### src/inc/octcc_pkg.sv
// constants of the one channel timer channel control
package octcc_pkg;
   localparam logic [7:0] OCTCC_ADDR_SWEVT = 8'h14;
   localparam logic [7:0] OCTCC_ADDR_CHMODE = 8'h18;
   localparam logic [7:0] OCTCC_ADDR_CHENPOL = 8'h20;
   localparam logic [7:0] OCTCC_ADDR_COUNT = 8'h24;
   localparam logic [7:0] OCTCC_ADDR_DIV = 8'h28;
   localparam logic [7:0] OCTCC_ADDR_CMPVAL = 8'h34;
   localparam logic [7:0] OCTCC_ADDR_STATUS = 8'h10;
   localparam int OCTCC_BIT_UPG = 0;
   localparam int OCTCC_BIT_CHG = 1;
   localparam int OCTCC_BIT_EN = 0;
   localparam int OCTCC_BIT_MPOL = 1;
   localparam int OCTCC_BIT_CPOL = 3;
   localparam int OCTCC_BIT_FAST = 2;
   localparam int OCTCC_BIT_SHADOW = 3;
   localparam int OCTCC_BIT_FLAG = 1;
   localparam int OCTCC_BIT_OVER = 9;
   localparam logic [7:0] OCTCC_CHMODE_RESET = 8'h00;
   localparam logic [15:0] OCTCC_CMP_RESET = 16'h0000;
   localparam logic [1:0] OCTCC_MODE_OUT = 2'h0;
   localparam logic [1:0] OCTCC_MODE_IN = 2'h1;
   localparam logic [2:0] OCTCC_CMP_TIMING = 3'h0;
   localparam logic [2:0] OCTCC_CMP_SET = 3'h1;
   localparam logic [2:0] OCTCC_CMP_CLEAR = 3'h2;
   localparam logic [2:0] OCTCC_CMP_TOGGLE = 3'h3;
   localparam logic [2:0] OCTCC_CMP_FLOW = 3'h4;
   localparam logic [2:0] OCTCC_CMP_FHIGH = 3'h5;
   localparam logic [2:0] OCTCC_CMP_PWM0 = 3'h6;
   localparam logic [2:0] OCTCC_CMP_PWM1 = 3'h7;
endpackage

### src/inc/octcc_filt_if.sv
// link between channel control and input filter
interface octcc_filt_if;
   logic [3:0] code;
   logic [1:0] dts_div;
   logic raw;
   logic filtered;
   modport ctrl (output code, output dts_div, output raw, input filtered);
   modport filt (input code, input dts_div, input raw, output filtered);
endinterface

### src/core/octcc_filter.sv
// digital input filter for the channel input
module octcc_filter (
   // clock and reset
   input wire logic clock_i,
   input wire logic rst_n_i,
   // control side
   octcc_filt_if.filt fif
);
   typedef struct packed {
      logic [9:0] div;
      logic [3:0] run;
      logic level;
   } octcc_filt_s;

   octcc_filt_s q;
   octcc_filt_s next_q;
   logic [9:0] period;
   logic [3:0] need;

   function automatic logic [9:0] octcc_per(input logic [3:0] sh);
      octcc_per = 10'(1) << sh;
   endfunction

   always_comb begin
      logic [1:0] d;
      d = (fif.dts_div == 2'h3) ? 2'h0 : fif.dts_div;
      period = 10'h001;
      need = 4'h1;
      unique case (fif.code)
         4'h0: need = 4'h1;
         4'h1: need = 4'h2;
         4'h2: need = 4'h4;
         4'h3: need = 4'h8;
         4'h4, 4'h6, 4'h8: need = 4'h6;
         4'h5, 4'h7, 4'h9, 4'hC, 4'hF: need = 4'h8;
         4'hA, 4'hD: need = 4'h5;
         4'hB, 4'hE: need = 4'h6;
      endcase
      if (fif.code >= 4'h4 && fif.code <= 4'h5)
         period = octcc_per(4'(d) + 4'h1);
      else if (fif.code <= 4'h7 && fif.code >= 4'h6)
         period = octcc_per(4'(d) + 4'h2);
      else if (fif.code <= 4'h9 && fif.code >= 4'h8)
         period = octcc_per(4'(d) + 4'h3);
      else if (fif.code >= 4'hA && fif.code <= 4'hC)
         period = octcc_per(4'(d) + 4'h4);
      else if (fif.code >= 4'hD)
         period = octcc_per(4'(d) + 4'h5);
      next_q = q;
      if (fif.code == 4'h0) begin
         next_q.level = fif.raw;
         next_q.run = 4'h0;
         next_q.div = 10'h000;
      end else if (q.div + 10'h001 >= period) begin
         next_q.div = 10'h000;
         if (fif.raw == q.level) begin
            next_q.run = 4'h0;
         end else if (q.run + 4'h1 >= need) begin
            next_q.level = fif.raw;
            next_q.run = 4'h0;
         end else begin
            next_q.run = q.run + 4'h1;
         end
      end else begin
         next_q.div = q.div + 10'h001;
      end
   end

   always_ff @(posedge clock_i or negedge rst_n_i) begin
      if (!rst_n_i) begin
         q <= '0;
      end else begin
         q <= next_q;
      end
   end

   assign fif.filtered = q.level;
endmodule

### src/core/octcc_top.sv
// channel control, counter and prescaler of the one channel timer
module octcc_top
   import octcc_pkg::*;
(
   // clock and reset
   input wire logic clock_i,
   input wire logic rst_n_i,
   // register port
   input wire logic [7:0] addr_i,
   input wire logic [31:0] wdata_i,
   input wire logic wr_i,
   input wire logic rd_i,
   output logic [31:0] rdata_o,
   // loose control and status
   input wire logic [1:0] protection_level_i,
   input wire logic [1:0] filter_sample_clock_i,
   input wire logic single_pulse_enable_i,
   input wire logic count_up_i,
   input wire logic trigger_i,
   input wire logic [15:0] reload_i,
   // channel pin
   input wire logic channel_pin_i,
   output logic channel_o,
   output logic channel_n_o,
   output logic channel_oe_o,
   // events
   output logic update_event_o,
   output logic channel_event_o
);
   import octcc_pkg::*;

   typedef struct packed {
      logic [7:0] chmode;
      logic mpol;
      logic cpol;
      logic en;
      logic [15:0] count;
      logic [15:0] div;
      logic [15:0] div_shadow;
      logic [15:0] div_cnt;
      logic [15:0] cmp;
      logic [15:0] cmp_shadow;
      logic prep;
      logic flag;
      logic over;
      logic [2:0] edges;
      logic filt_d;
      logic pin_s1;
      logic pin_s2;
      logic trig_d;
      logic [31:0] rdata;
      logic upd;
      logic chev;
   } octcc_state_s;

   octcc_state_s q;
   octcc_state_s next_q;
   octcc_filt_if fif ();

   ////////////////////////////////////////////////////////////////////
   // input filter
   octcc_filter u_filter (
      .clock_i(clock_i),
      .rst_n_i(rst_n_i),
      .fif(fif)
   );

   function automatic logic octcc_hit(input logic [7:0] a, input logic [7:0] b,
                                      input logic s);
      octcc_hit = s && (a == b);
   endfunction

   ////////////////////////////////////////////////////////////////////
   // next state
   always_comb begin
      logic [2:0] mode;
      logic is_in;
      logic [15:0] cmp_eff;
      logic tick;
      logic upd;
      logic chg;
      logic fin;
      logic edge_ok;
      logic rise;
      logic fall;
      logic capture;
      logic match;
      logic pwm_lvl;
      logic [2:0] edge_need;
      edge_ok = 1'b0;
      pwm_lvl = 1'b0;
      edge_need = 3'h0;
      next_q = q;
      mode = q.chmode[6:4];
      is_in = (q.chmode[1:0] == OCTCC_MODE_IN);
      fif.code = is_in ? q.chmode[7:4] : 4'h0;
      fif.dts_div = filter_sample_clock_i;
      fif.raw = q.pin_s2;
      next_q.pin_s1 = channel_pin_i;
      next_q.pin_s2 = q.pin_s1;
      next_q.filt_d = fif.filtered;
      next_q.trig_d = trigger_i;
      upd = octcc_hit(addr_i, OCTCC_ADDR_SWEVT, wr_i)
            && wdata_i[OCTCC_BIT_UPG];
      chg = octcc_hit(addr_i, OCTCC_ADDR_SWEVT, wr_i)
            && wdata_i[OCTCC_BIT_CHG];
      // counter and prescaler
      tick = (q.div_cnt == q.div_shadow);
      next_q.div_cnt = tick ? 16'h0000 : q.div_cnt + 16'h0001;
      if (tick) begin
         next_q.count = (q.count == reload_i) ? 16'h0000
                        : q.count + 16'h0001;
         if (q.count == reload_i)
            upd = 1'b1;
      end
      if (upd) begin
         next_q.count = 16'h0000;
         next_q.div_cnt = 16'h0000;
         next_q.div_shadow = q.div;
         next_q.cmp_shadow = q.cmp;
      end
      if (octcc_hit(addr_i, OCTCC_ADDR_COUNT, wr_i))
         next_q.count = wdata_i[15:0];
      cmp_eff = q.chmode[OCTCC_BIT_SHADOW] ? q.cmp_shadow : q.cmp;
      // input edge detection
      fin = q.filt_d;
      rise = fif.filtered && !fin;
      fall = !fif.filtered && fin;
      unique case ({q.cpol, q.mpol})
         2'b00: edge_ok = rise;
         2'b01: edge_ok = fall;
         2'b11: edge_ok = rise || fall;
         default: edge_ok = 1'b0;
      endcase
      unique case (q.chmode[3:2])
         2'h0: edge_need = 3'h0;
         2'h1: edge_need = 3'h1;
         2'h2: edge_need = 3'h3;
         2'h3: edge_need = 3'h7;
      endcase
      capture = 1'b0;
      if (!q.en) begin
         next_q.edges = 3'h0;
      end else if (is_in && edge_ok) begin
         if (q.edges == edge_need) begin
            next_q.edges = 3'h0;
            capture = 1'b1;
         end else begin
            next_q.edges = q.edges + 3'h1;
         end
      end
      // compare output
      match = !is_in && (q.count == cmp_eff);
      if (count_up_i)
         pwm_lvl = (q.count < cmp_eff);
      else
         pwm_lvl = !(q.count > cmp_eff);
      if (!is_in) begin
         unique case (mode)
            OCTCC_CMP_TIMING: next_q.prep = q.prep;
            OCTCC_CMP_SET: if (match) next_q.prep = 1'b1;
            OCTCC_CMP_CLEAR: if (match) next_q.prep = 1'b0;
            OCTCC_CMP_TOGGLE: if (match) next_q.prep = !q.prep;
            OCTCC_CMP_FLOW: next_q.prep = 1'b0;
            OCTCC_CMP_FHIGH: next_q.prep = 1'b1;
            OCTCC_CMP_PWM0: next_q.prep = pwm_lvl;
            OCTCC_CMP_PWM1: next_q.prep = !pwm_lvl;
         endcase
         if (mode[2:1] == 2'b11 && q.chmode[OCTCC_BIT_FAST]
             && trigger_i && !q.trig_d)
            next_q.prep = (mode == OCTCC_CMP_PWM0) ? 1'b0 : 1'b1;
      end
      // flags
      if (chg || capture || (match && q.en && !single_pulse_enable_i)
          || (match && q.en)) begin
         next_q.flag = 1'b1;
         if (is_in) begin
            next_q.cmp = q.count;
            if (q.flag)
               next_q.over = 1'b1;
         end
      end
      if (octcc_hit(addr_i, OCTCC_ADDR_STATUS, wr_i)) begin
         if (!wdata_i[OCTCC_BIT_FLAG] && !next_q.flag)
            next_q.flag = 1'b0;
         if (!wdata_i[OCTCC_BIT_FLAG] && q.flag == next_q.flag
             && !(chg || capture || match))
            next_q.flag = 1'b0;
         if (!wdata_i[OCTCC_BIT_OVER] && !(is_in && q.flag
             && (chg || capture)))
            next_q.over = 1'b0;
      end
      next_q.upd = upd;
      next_q.chev = chg || capture || (match && q.en);
      // register writes
      if (octcc_hit(addr_i, OCTCC_ADDR_CHMODE, wr_i)) begin
         next_q.chmode[7:2] = wdata_i[7:2];
         if (!q.en)
            next_q.chmode[1:0] = wdata_i[1:0];
      end
      if (octcc_hit(addr_i, OCTCC_ADDR_CHENPOL, wr_i)) begin
         next_q.en = wdata_i[OCTCC_BIT_EN];
         if (!protection_level_i[1]) begin
            next_q.mpol = wdata_i[OCTCC_BIT_MPOL];
            next_q.cpol = wdata_i[OCTCC_BIT_CPOL];
         end
      end
      if (octcc_hit(addr_i, OCTCC_ADDR_DIV, wr_i))
         next_q.div = wdata_i[15:0];
      if (octcc_hit(addr_i, OCTCC_ADDR_CMPVAL, wr_i) && !is_in)
         next_q.cmp = wdata_i[15:0];
      // register reads
      next_q.rdata = 32'h00000000;
      if (rd_i) begin
         unique case (addr_i)
            OCTCC_ADDR_CHMODE: next_q.rdata[7:0] = is_in ? q.chmode
                               : {1'b0, q.chmode[6:0]};
            OCTCC_ADDR_CHENPOL: next_q.rdata[3:0] = {q.cpol, 1'b0,
                                                     q.mpol, q.en};
            OCTCC_ADDR_COUNT: next_q.rdata[15:0] = q.count;
            OCTCC_ADDR_DIV: next_q.rdata[15:0] = q.div;
            OCTCC_ADDR_CMPVAL: next_q.rdata[15:0] = q.cmp;
            OCTCC_ADDR_STATUS: begin
               next_q.rdata[OCTCC_BIT_FLAG] = q.flag;
               next_q.rdata[OCTCC_BIT_OVER] = q.over;
            end
            default: next_q.rdata = 32'h00000000;
         endcase
      end
   end

   ////////////////////////////////////////////////////////////////////
   // state register
   always_ff @(posedge clock_i or negedge rst_n_i) begin
      if (!rst_n_i) begin
         q <= '0;
      end else begin
         q <= next_q;
      end
   end

   ////////////////////////////////////////////////////////////////////
   // outputs
   assign rdata_o = q.rdata;
   assign channel_o = q.en && (q.prep ^ q.mpol);
   assign channel_n_o = q.en && (!q.prep ^ q.cpol);
   assign channel_oe_o = q.en && (q.chmode[1:0] == OCTCC_MODE_OUT);
   assign update_event_o = q.upd;
   assign channel_event_o = q.chev;
endmodule

### config.mk
export PLATFORM = sky130hd
export DESIGN_NAME = octcc_top
export DESIGN_NICKNAME = d
export VERILOG_FILES = /design/src/inc/octcc_pkg.sv /design/src/inc/octcc_filt_if.sv /design/src/core/octcc_filter.sv /design/src/core/octcc_top.sv
export SDC_FILE = /design/constraint.sdc
export NUM_CORES = 1
export LEC_CHECK = 0
export BUFFER_PORTS_ARGS = -buffer_cell sky130_fd_sc_hd__buf_4
export CORE_MARGIN = 3
export CORE_UTILIZATION = 54
export DETAILED_ROUTE_END_ITERATION = 6
export PLACE_DENSITY_LB_ADDON = 0.3
export SLEW_MARGIN = 25
export SYNTH_ARGS = -nofsm -noshare
export SYNTH_HDL_FRONTEND = slang
export SYNTH_SLANG_ARGS = --single-unit
### constraint.sdc
create_clock -name clock_i -period 3.7 [get_ports clock_i]
set_clock_uncertainty 0.2 [all_clocks]
set_input_delay 0.925 -clock clock_i [delete_from_list [all_inputs] [get_ports clock_i]]
set_output_delay 0.925 -clock clock_i [all_outputs]
set_load 0.05 [all_outputs]
==> reports/results.txt, run 1 <==
Run status: finished, final reports clean
Relative slew slack: 56.1%
Area grow syn2layout: 15.0%
Cell Area, Synth: 8900 µm²
GP Congestion: 0.916
Inserted Clock Buffers: 17
Leading area contributor after synthesis: dfrtp_1
Synth unique cells: 72
Initial Util: 55.6%
First-pass GRT wire length: 34100 µm
# DRC: 0
Max-cap viol count: 0
Vias in the first global route: 6486
Startpoint types: flop
Reg clk slew, reported paths: 0.06 ns
H-tree Lvls: 4
Setup slack, reg-to-reg: 0.25 ns
Inst Count DP: 1130
Crit-path max FO: 12
VDD IR max: 0.000411 V
Critical path class: reg -> reg
Critical Path RT: 3.85 ns
Core Region: 16000 µm²
Largest net degree at the start of global routing: 70
Port bufs: 70
Num ports: 105
Overall Global Routing Usage: 23.9%
Fin cells: 1164
Final Util: 64.0%
Pwr Total: 4.50 mW
Synth cell count leaders: dfrtp_1, nand2_1, nor2_1, ha_1, mux2_1
DPL Wire Length: 15100 µm
Final wirelength: 21000 µm
Crit end category: flop
Max clock buf depth: 2
Placed cell areas: 9610 µm²
Hold_buf cts: 0
HP Class: reg -> reg
Fmax: 290 MHz
CTS tree: built
Register area share after synthesis: 42.2%
Worst-Skew Late Latency: 0.43 ns
Final setup fails: 0
Synth top area cells: dfrtp_1, ha_1, mux2_1
Avg WL per Cell: 18.0 µm
Overflow left after global routing: 0
Ys flop type: dfrtp_1
Ant. Diodes: 0
Antenna violations before repair: 0
Final Hold Vio Count: 0
Post-synth ARST share: 100%
Cell with the most instances after synthesis: dfrtp_1
Layout cell share with drive strength beyond 1: 19.0%
Design area: 10200 µm²
Post-Place Worst Slack: 0.0784 ns
Gate Count Post-Synth: 870
Die width: 134 µm
Unrepaired setup endpoints after global routing: false
Share of the synthesized area in the top cell type: 42.2%
FF+latch count, synth: 150
Post-route ant nets: 0
Pwr Density: 439 nW/µm²
Final nets: 1050
Via/cell ratio: 5.89
Tmin final: 3.45 ns
Max-slew violations: 0
Sink Count: 150
Via count: 6853
Arrival time at the worst endpoint: 3.59 ns
P_leak: 4.81 nW
DIE AREA: 18100 µm²
Synthesized area per cell: 10.2 µm²
Min Hold Slack: 0.148 ns
Cell chosen for the clock root: clkbuf_16
Initial DRT Pass Iterations: 5
Fin Setup TNS: 0 ns
Die H: 134 µm
Final worst setup slack: 0.255 ns
Drt initial violations: 622
Number of cell rows: 46
Post-synth EDFFs: 0
Slew of the pin with the lowest slew margin: 0.659 ns
Period utilization: 93.1%
Warnings from Yosys: 0
registers in the layout, summed over array words and instances (netlist names):
register,flops
channel_event_o,1
fif.raw,1
next_q,1
q,115
rdata_o,16
u_filter.fif.filtered,1
u_filter.q,14
update_event_o,1
placed cells by master, fill, tap and decap left out, types with 4 or more instances in the layout:
| cell | n |
|---|---|
| and3_1 | 13 |
| o211ai_1 | 5 |
| a222oi_1 | 13 |
| conb_1 | 16 |
| nor2_1 | 53 |
| dfrtp_1 | 150 |
| a22oi_1 | 7 |
| and2_1 | 4 |
| o21ai_1 | 21 |
| inv_6 | 6 |
| mux2_2 | 20 |
| nand4_1 | 17 |
| a221o_1 | 5 |
| a21o_1 | 14 |
| ha_1 | 46 |
| or3_1 | 5 |
| nor3_1 | 10 |
| xnor2_1 | 31 |
| nand3_1 | 32 |
| a31oi_1 | 4 |
| mux2i_1 | 37 |
| xor2_1 | 33 |
| clkbuf_16 | 17 |
| nor2b_1 | 16 |
| nand2_1 | 63 |
| o21ai_0 | 33 |
| nor3b_1 | 8 |
| mux2_1 | 40 |
| nand2b_1 | 5 |
| a21oi_1 | 30 |
| buf_4 | 98 |
| inv_1 | 18 |
| nor4_1 | 5 |
cell families (layout without fill, tap and decap cells):
| group | Yosys count | count (layout) | synth area share (%) |
|---|---|---|---|
| buffers and inverters | 90 | 153 | 5.57 |
| multiplexers | 97 | 97 | 11.7 |
| AND/OR/NAND/NOR | 257 | 257 | 15.3 |
| adder cells (fa/ha/maj) | 47 | 47 | 6.61 |
| other | 1 | 16 | 0.0421 |
| AO/OA/AOI/OAI | 164 | 164 | 12.2 |
| flip-flops | 150 | 150 | 42.2 |
| XOR/XNOR | 64 | 64 | 6.30 |
path summary, 6_finish.rpt:
kind                                  to  startpoint  cells after the start
min reg2reg                      fif.raw  next_q[35]                      0
min in group asynchronous          q[62]     rst_n_i                      1
max in group asynchronous         q[108]     rst_n_i                      2
max reg2reg                u_filter.q[9]      q[144]                     17
min                              fif.raw  next_q[35]                      0
max                        u_filter.q[9]      q[144]                     17
layer usage:
layer | GRT usage, % | up-vias | part of all wire [%]
met3 | 4.46 | 31 | 6.4
li1 | - | 3230 | -
met1 | 33.9 | 3325 | 44
met2 | 37.3 | 267 | 47
met4 | 7.92 | 0 | 1.8
met5 | 0 | - | 0
worst max-delay path, cell delays in order (launching register included):
cell,delay (ns)
dfrtp_1,0.40
nor2b_2,0.19
nand2_1,0.20
ha_1,0.31
mux2i_1,0.27
nor2_1,0.12
o22ai_1,0.14
a31oi_1,0.06
nor2_1,0.12
ha_1,0.23
nand2b_1,0.14
a21o_1,0.17
a21oi_1,0.15
o21a_1,0.15
o211ai_1,0.09
buf_6,0.16
buf_4,0.16
nor2b_1,0.11
report_power, final:
part / switching, mW / internal [mW]
sequential: 0.138 / 1.72
combinational: 0.545 / 0.347
clock: 0.735 / 1.01
repair_timing:
item                                    4_1_cts  5_1_grt
gates resized for setup                       0        6
setup buffers                                 0        2
endpoints found under the setup margin        0       15
area by class of cell:
class | count | area, µm²
Clock buffer | 17 | 425
Clock inverter | 15 | 168
Fill cell | 1344 | 5760
Inverter | 18 | 67.6
Multi-Input combinational cell | 645 | 4740
Sequential cell | 150 | 3750
Tap cell | 216 | 270
Timing Repair Buffer | 103 | 818
No activity file was read; power rests on OpenSTA's default activity.
==> run 2: changes to the inputs <==
--- a/config.mk
+++ b/config.mk
@@ -5,10 +5,10 @@
 export SDC_FILE = /design/constraint.sdc
 export NUM_CORES = 1
 export LEC_CHECK = 0
-export BUFFER_PORTS_ARGS = -buffer_cell sky130_fd_sc_hd__buf_4
 export CORE_MARGIN = 3
-export CORE_UTILIZATION = 54
+export CORE_UTILIZATION = 58
 export DETAILED_ROUTE_END_ITERATION = 6
+export DONT_BUFFER_PORTS = 1
 export PLACE_DENSITY_LB_ADDON = 0.3
 export SLEW_MARGIN = 25
 export SYNTH_ARGS = -nofsm -noshare
==> constraint.sdc (replaced) <==
create_clock -name clock_i -period 2.9 [get_ports clock_i]
set_clock_uncertainty 0.2 [all_clocks]
set_input_delay 0.725 -clock clock_i [delete_from_list [all_inputs] [get_ports clock_i]]
set_output_delay 0.725 -clock clock_i [all_outputs]
set_load 0.05 [all_outputs]
==> reports/results.txt, run 2 (same netlist as run 1, synthesis figures left out) <==
Run status: finished, violations left (was finished, final reports clean)
Violated checks: hold timing, setup timing
Crit-path max cell delay: 0.40 ns (about the same)
# DRC: 0 (unchanged)
P_leak: 4.76 nW (was 4.81 nW)
Pwr Total: 5.94 mW (was 4.50 mW)
Crit-path max FO: 10 (was 12)
Overflow left after global routing: 0 (unchanged)
Layout cell share with drive strength beyond 1: 19.2% (was 19.0%)
VDD IR max: 0.000439 V (was 0.000411 V)
CTS tree: built (unchanged)
Unrepaired setup endpoints after global routing: true (was false)
Max clock buf depth: 2 (unchanged)
Period utilization: 114% (was 93.1%)
Area grow syn2layout: 15.0% (about the same)
Most flop-heavy register: q (unchanged)
Die H: 130 µm (was 134 µm)
Via count: 6905 (was 6853)
Vias in the first global route: 6979 (was 6486)
Overall Global Routing Usage: 27.9% (was 23.9%)
Drt initial violations: 567 (was 622)
Final setup fails: 15 (was 0)
Slowest-stage cell, CP: dfrtp_1 (unchanged)
Core Region: 14800 µm² (was 16000 µm²)
Arrival time at the worst endpoint: 3.45 ns (was 3.59 ns)
Crit path cell chain: nor2b_4 > nand2_4 > ha_4 > nor2_4 > nor3_4 > nor3_2 > a22oi_1 > a21oi_1 > a31oi_1 > ha_1 > a21o_1 > a21oi_2 > o21a_1 > o211ai_1 > buf_4 > buf_6 > nor2_1 (was nor2b_2 > nand2_1 > ha_1 > mux2i_1 > nor2_1 > o22ai_1 > a31oi_1 > nor2_1 > ha_1 > nand2b_1 > a21o_1 > a21oi_1 > o21a_1 > o211ai_1 > buf_6 > buf_4 > nor2b_1)
H-tree Lvls: 4 (unchanged)
Post-Place Worst Slack: -0.554 ns (was 0.0784 ns)
Pwr Density: 580 nW/µm² (was 439 nW/µm²)
Final nets: 1022 (was 1050)
R2R cell count: 17 (unchanged)
Initial Util: 60.3% (was 55.6%)
Critical path class: reg -> reg (unchanged)
DIE AREA: 16900 µm² (was 18100 µm²)
Avg WL per Cell: 20.5 µm (was 18.0 µm)
Inserted Clock Buffers: 17 (unchanged)
Fmax: 302 MHz (was 290 MHz)
Reg clk slew, reported paths: 0.06 ns (about the same)
Critical Path RT: 3.04 ns (was 3.85 ns)
Max-cap viol count: 0 (unchanged)
Relative slew slack: 58.8% (was 56.1%)
Ant. Diodes: 0 (unchanged)
Die width: 130 µm (was 134 µm)
Final worst setup slack: -0.410 ns (was 0.255 ns)
GP Congestion: 0.943 (was 0.916)
Num ports: 105 (unchanged)
Port bufs: 0 (was 70)
Via/cell ratio: 6.26 (was 5.89)
Largest net degree at the start of global routing: 151 (was 70)
Most frequent cells in the layout: dfrtp_1, buf_4, nand2_1 (unchanged)
Cell chosen for the clock root: clkbuf_16 (unchanged)
First-pass GRT wire length: 36400 µm (was 34100 µm)
Fin Setup TNS: -5.61 ns (was 0 ns)
Worst-Skew Late Latency: 0.43 ns (about the same)
Min Hold Slack: -0.209 ns (was 0.148 ns)
Origin of the critical flop-to-flop path: q[144] (unchanged)
Design area: 10200 µm² (about the same)
Placed cell areas: 9390 µm² (was 9610 µm²)
Post-route ant nets: 0 (unchanged)
DPL Wire Length: 16400 µm (was 15100 µm)
Final Hold Vio Count: 150 (was 0)
Slew of the pin with the lowest slew margin: 0.619 ns (was 0.659 ns)
Sink Count: 150 (unchanged)
Antenna violations before repair: 0 (unchanged)
Max-slew violations: 0 (unchanged)
Flip-flop count of the largest register after layout: 115 (unchanged)
Tmin final: 3.31 ns (was 3.45 ns)
Startpoint types: flop (unchanged)
Commonest non-fill, non-tap cell in the layout: dfrtp_1 (unchanged)
Setup slack, reg-to-reg: -0.41 ns (was 0.25 ns)
R2r endpoint: u_filter.q[6] (was u_filter.q[9])
Number of cell rows: 44 (was 46)
Final wirelength: 22600 µm (was 21000 µm)
HP Class: in -> async (was reg -> reg)
Initial DRT Pass Iterations: 6 (was 5)
Crit end category: flop (unchanged)
run 2: cell count changes in the layout (fill, tap and decap cells not counted), moves of 4 or more:
cell,delta
bufinv_16,+4
o21ai_0,-6
buf_4,-28
o21ai_1,+4
inv_6,-4
nand2_1,-5
run 2: per-stage QoR:
stage | cells | util, %
floorplan | 885 | -
global placement | 1066 | 63.7
detailed placement | 1066 | 63.7
CTS | 1101 | 68.9
global route | 1103 | 69.4
finish | 1103 | 69.4
run 2: worst max-delay path by stage:
stage	start	endpoint	slack, ns	cells after the start
6_report	q[144]	u_filter.q[6]	-0.41	17
5_1_grt	q[144]	u_filter.q[6]	-0.61	17
4_1_cts	q[144]	u_filter.q[8]	-0.41	18
3_5_place_dp	q[144]	u_filter.q[8]	-0.55	18
3_3_place_gp	q[144]	u_filter.fif.filtered	-0.43	17
2_1_floorplan	q[143]	u_filter.q[3]	-0.50	18
run 2: report_power, final:
group / switching [mW] / total (mW) / internal (mW)
Clock: 0.867 / 2.52 / 1.66
Sequential: 0.234 / 2.43 / 2.20
Combinational: 0.566 / 0.983 / 0.417
run 2: area by class of cell:
| cell class | instances | area (µm²) |
|---|---|---|
| Multi-Input combinational cell | 645 | 4900 |
| Timing Repair Buffer | 75 | 608 |
| Sequential cell | 150 | 3750 |
| Clock inverter | 12 | 223 |
| Tap cell | 184 | 230 |
| Clock buffer | 19 | 453 |
| Fill cell | 1107 | 4520 |
| Inverter | 18 | 70.1 |
run 2: layer usage:
metal | GRT usage (%) | wire length (µm) | up-vias | share of wire (%)
met5 | 0 | 0 | - | 0
met4 | 9.47 | 473 | 0 | 2.1
met3 | 7.61 | 1570 | 41 | 7.0
met2 | 45.4 | 11100 | 260 | 49
met1 | 36.4 | 9520 | 3443 | 42
li1 | - | - | 3161 | -
run 2: worst max-delay path: cells and delay by family, from the launching register on:
kind,cells,cell delay [ns]
compound gates,7,0.91
fa+ha+maj,2,0.49
buf+inv,2,0.33
flops,1,0.40
simple gates,6,0.88
run 2: what timing repair did:
item,CTS,global route
setup endpoints to repair,16,24
cloned,1,0
endpoints found under the hold margin,150,150
pin swaps,3,4
resized for setup,19,17
buffers inserted,4,3
==> run 3: changes to the inputs <==
--- a/config.mk
+++ b/config.mk
@@ -6,7 +6,7 @@
 export NUM_CORES = 1
 export LEC_CHECK = 0
 export CORE_MARGIN = 3
-export CORE_UTILIZATION = 58
+export CORE_UTILIZATION = 60
 export DETAILED_ROUTE_END_ITERATION = 6
 export DONT_BUFFER_PORTS = 1
 export PLACE_DENSITY_LB_ADDON = 0.3
==> constraint.sdc (replaced) <==
create_clock -name clock_i -period 3.65 [get_ports clock_i]
set_clock_uncertainty 0.2 [all_clocks]
set_input_delay 0.9125 -clock clock_i [delete_from_list [all_inputs] [get_ports clock_i]]
set_output_delay 0.9125 -clock clock_i [all_outputs]
set_load 0.05 [all_outputs]
==> reports/results.txt, run 3 (same netlist as run 1, synthesis figures left out) <==
H-tree Lvls: 4 (unchanged)
Slew of the pin with the lowest slew margin: 0.874 ns (was 0.619 ns)
Post-route ant nets: 0 (unchanged)
Pwr Total: 4.36 mW (was 5.94 mW)
Fin cells: 1048 (was 1103)
Fmax: 292 MHz (was 302 MHz)
Layout cell share with drive strength beyond 1: 11.6% (was 19.2%)
Sequential Power Share: 44.0% (was 40.9%)
Final worst setup slack: 0.227 ns (was -0.410 ns)
Crit-path max FO: 12 (was 10)
Sink Count: 150 (unchanged)
Drt initial violations: 651 (was 567)
Vias in the first global route: 6732 (was 6979)
DIE AREA: 16300 µm² (was 16900 µm²)
Overall Global Routing Usage: 26.3% (was 27.9%)
Largest net degree at the start of global routing: 151 (unchanged)
HP Class: in -> async (unchanged)
Final wirelength: 20900 µm (was 22600 µm)
Period utilization: 93.8% (was 114%)
Origin of the critical flop-to-flop path: q[144] (unchanged)
Crit path cell chain: nor2b_4 > nand2_1 > ha_1 > nor2_2 > nor3_1 > buf_4 > nor2b_2 > a21oi_1 > o22ai_1 > a21oi_1 > ha_1 > nand3_1 > o21a_1 > o211ai_1 > buf_6 > a21oi_1 > a31o_2 (was nor2b_4 > nand2_4 > ha_4 > nor2_4 > nor3_4 > nor3_2 > a22oi_1 > a21oi_1 > a31oi_1 > ha_1 > a21o_1 > a21oi_2 > o21a_1 > o211ai_1 > buf_4 > buf_6 > nor2_1)
Via count: 6712 (was 6905)
R2r endpoint: u_filter.fif.filtered (was u_filter.q[6])
Clock power frac: 38.9% (was 42.5%)
Max-slew violations: 0 (unchanged)
Final Hold Vio Count: 18 (was 150)
Internal power: 2.99 mW (was 4.27 mW)
Max-cap viol count: 0 (unchanged)
Via/cell ratio: 6.40 (was 6.26)
Worst-Skew Late Latency: 0.42 ns (was 0.43 ns)
Crit end category: flop (unchanged)
Max clock buf depth: 2 (unchanged)
Inst Count DP: 1015 (was 1066)
Number of cell rows: 43 (was 44)
Flip-flop count of the largest register after layout: 115 (unchanged)
Commonest non-fill, non-tap cell in the layout: dfrtp_1 (unchanged)
VDD IR max: 0.000336 V (was 0.000439 V)
Cell chosen for the clock root: clkbuf_16 (unchanged)
Fillers: 1053 (was 1107)
Violated checks: DRC, hold timing (was hold timing, setup timing)
Final nets: 970 (was 1022)
DPL Wire Length: 15200 µm (was 16400 µm)
Final setup fails: 0 (was 15)
CTS tree: built (unchanged)
Crit-path max cell delay: 0.41 ns (was 0.40 ns)
First-pass GRT wire length: 34000 µm (was 36400 µm)
Port bufs: 0 (unchanged)
Arrival time at the worst endpoint: 3.54 ns (was 3.45 ns)
Initial Util: 62.7% (was 60.3%)
# DRC: 6 (was 0)
Critical path class: reg -> reg (unchanged)
Tmin final: 3.42 ns (was 3.31 ns)
Antenna violations before repair: 0 (unchanged)
Startpoint types: flop (unchanged)
P_leak: 4.39 nW (was 4.76 nW)
Placed cell areas: 8950 µm² (was 9390 µm²)
Overflow left after global routing: 0 (unchanged)
Num ports: 105 (unchanged)
Avg WL per Cell: 20.0 µm (was 20.5 µm)
Setup slack, reg-to-reg: 0.23 ns (was -0.41 ns)
Comb pwr share: 17.1% (was 16.6%)
Relative slew slack: 41.5% (was 58.8%)
Slowest-stage cell, CP: dfrtp_1 (unchanged)
Min Hold Slack: -0.0164 ns (was -0.209 ns)
Ant. Diodes: 0 (unchanged)
Die width: 128 µm (was 130 µm)
R2R cell count: 17 (unchanged)
Die H: 128 µm (was 130 µm)
Switch Pwr: 1.38 mW (was 1.67 mW)
Most frequent CP cell: a21oi_1
Design area: 9570 µm² (was 10200 µm²)
GP Congestion: 0.943 (about the same)
Pwr Density: 456 nW/µm² (was 580 nW/µm²)
Inserted Clock Buffers: 17 (unchanged)
Switching Fraction: 31.6% (was 28.1%)
Most flop-heavy register: q (unchanged)
Initial DRT Pass Iterations: 7 (was 6)
Final Util: 67.4% (was 69.4%)
Area grow syn2layout: 7.46% (was 15.0%)
Critical Path RT: 3.76 ns (was 3.04 ns)
Post-Place Worst Slack: -0.0147 ns (was -0.554 ns)
Core Region: 14200 µm² (was 14800 µm²)
Most frequent cells in the layout: dfrtp_1, nand2_1, nor2_1 (was dfrtp_1, buf_4, nand2_1)
Reg clk slew, reported paths: 0.07 ns (was 0.06 ns)
Run status: finished, violations left (unchanged)
[run 3: power by group through the flow]
stage	sequential (mW)	combinational [mW]	clock (mW)
2_1_floorplan	1.85	0.625	0
3_3_place_gp	1.94	0.686	0
3_5_place_dp	1.94	0.726	0
4_1_cts	1.91	0.736	1.72
5_1_grt	1.93	0.819	1.79
6_report	1.92	0.747	1.70
[run 3: how the worst max path moves through the flow]
stage | start | to | slack, ns | cells past startpoint
5_1_grt | q[144] | u_filter.fif.filtered | -0.09 | 17
3_3_place_gp | q[144] | u_filter.fif.filtered | 0.08 | 17
2_1_floorplan | q[143] | u_filter.q[3] | 0.004 | 18
4_1_cts | q[143] | u_filter.fif.filtered | 0.06 | 18
6_report | q[144] | u_filter.fif.filtered | 0.23 | 17
3_5_place_dp | q[144] | u_filter.fif.filtered | -0.01 | 17
[run 3: worst max-delay path, delay by kind of cell, from the launching register on]
family	cells	cell delay, ns
AO/OA/AOI/OAI	7	0.93
adder cells (fa/ha/maj)	2	0.58
buffers and inverters	2	0.36
flip-flops	1	0.41
AND/OR/NAND/NOR	6	0.82
[run 3: routing by layer]
layer | GRT usage (%) | vias up | part of all wire [%]
met5 | 0 | - | 0
met1 | 33.3 | 3331 | 41
met4 | 11.0 | 0 | 3.1
met3 | 5.79 | 49 | 6.8
li1 | - | 3061 | -
met2 | 43.6 | 271 | 49
[run 3: what timing repair did]
item	CTS	global route
setup endpoints to repair	1	15
cloned	0	0
buffers inserted	0	1
hold endpoints to repair	150	150
resized for setup	1	5
pin swaps	0	0
[run 3: final cells by class]
| cell class | instances | area (µm²) | area share (%) |
|---|---|---|---|
| sequential | 150 | 3750 | 39.2 |
| timing repair buffer | 23 | 201 | 2.11 |
| tap | 180 | 225 | 2.35 |
| inverter | 18 | 67.6 | 0.706 |
| multi-input combinational | 645 | 4750 | 49.7 |
| clock buffer | 17 | 425 | 4.45 |
| clock inverter | 15 | 141 | 1.48 |
[run 3: through the flow]
step	hold slack, ns	setup TNS [ns]
3_5_place_dp	0.142	-0.0147
5_1_grt	-0.0333	-0.190
3_3_place_gp	0.136	0
4_1_cts	-0.0265	0
6_report	-0.0164	0
2_1_floorplan	0.131	0
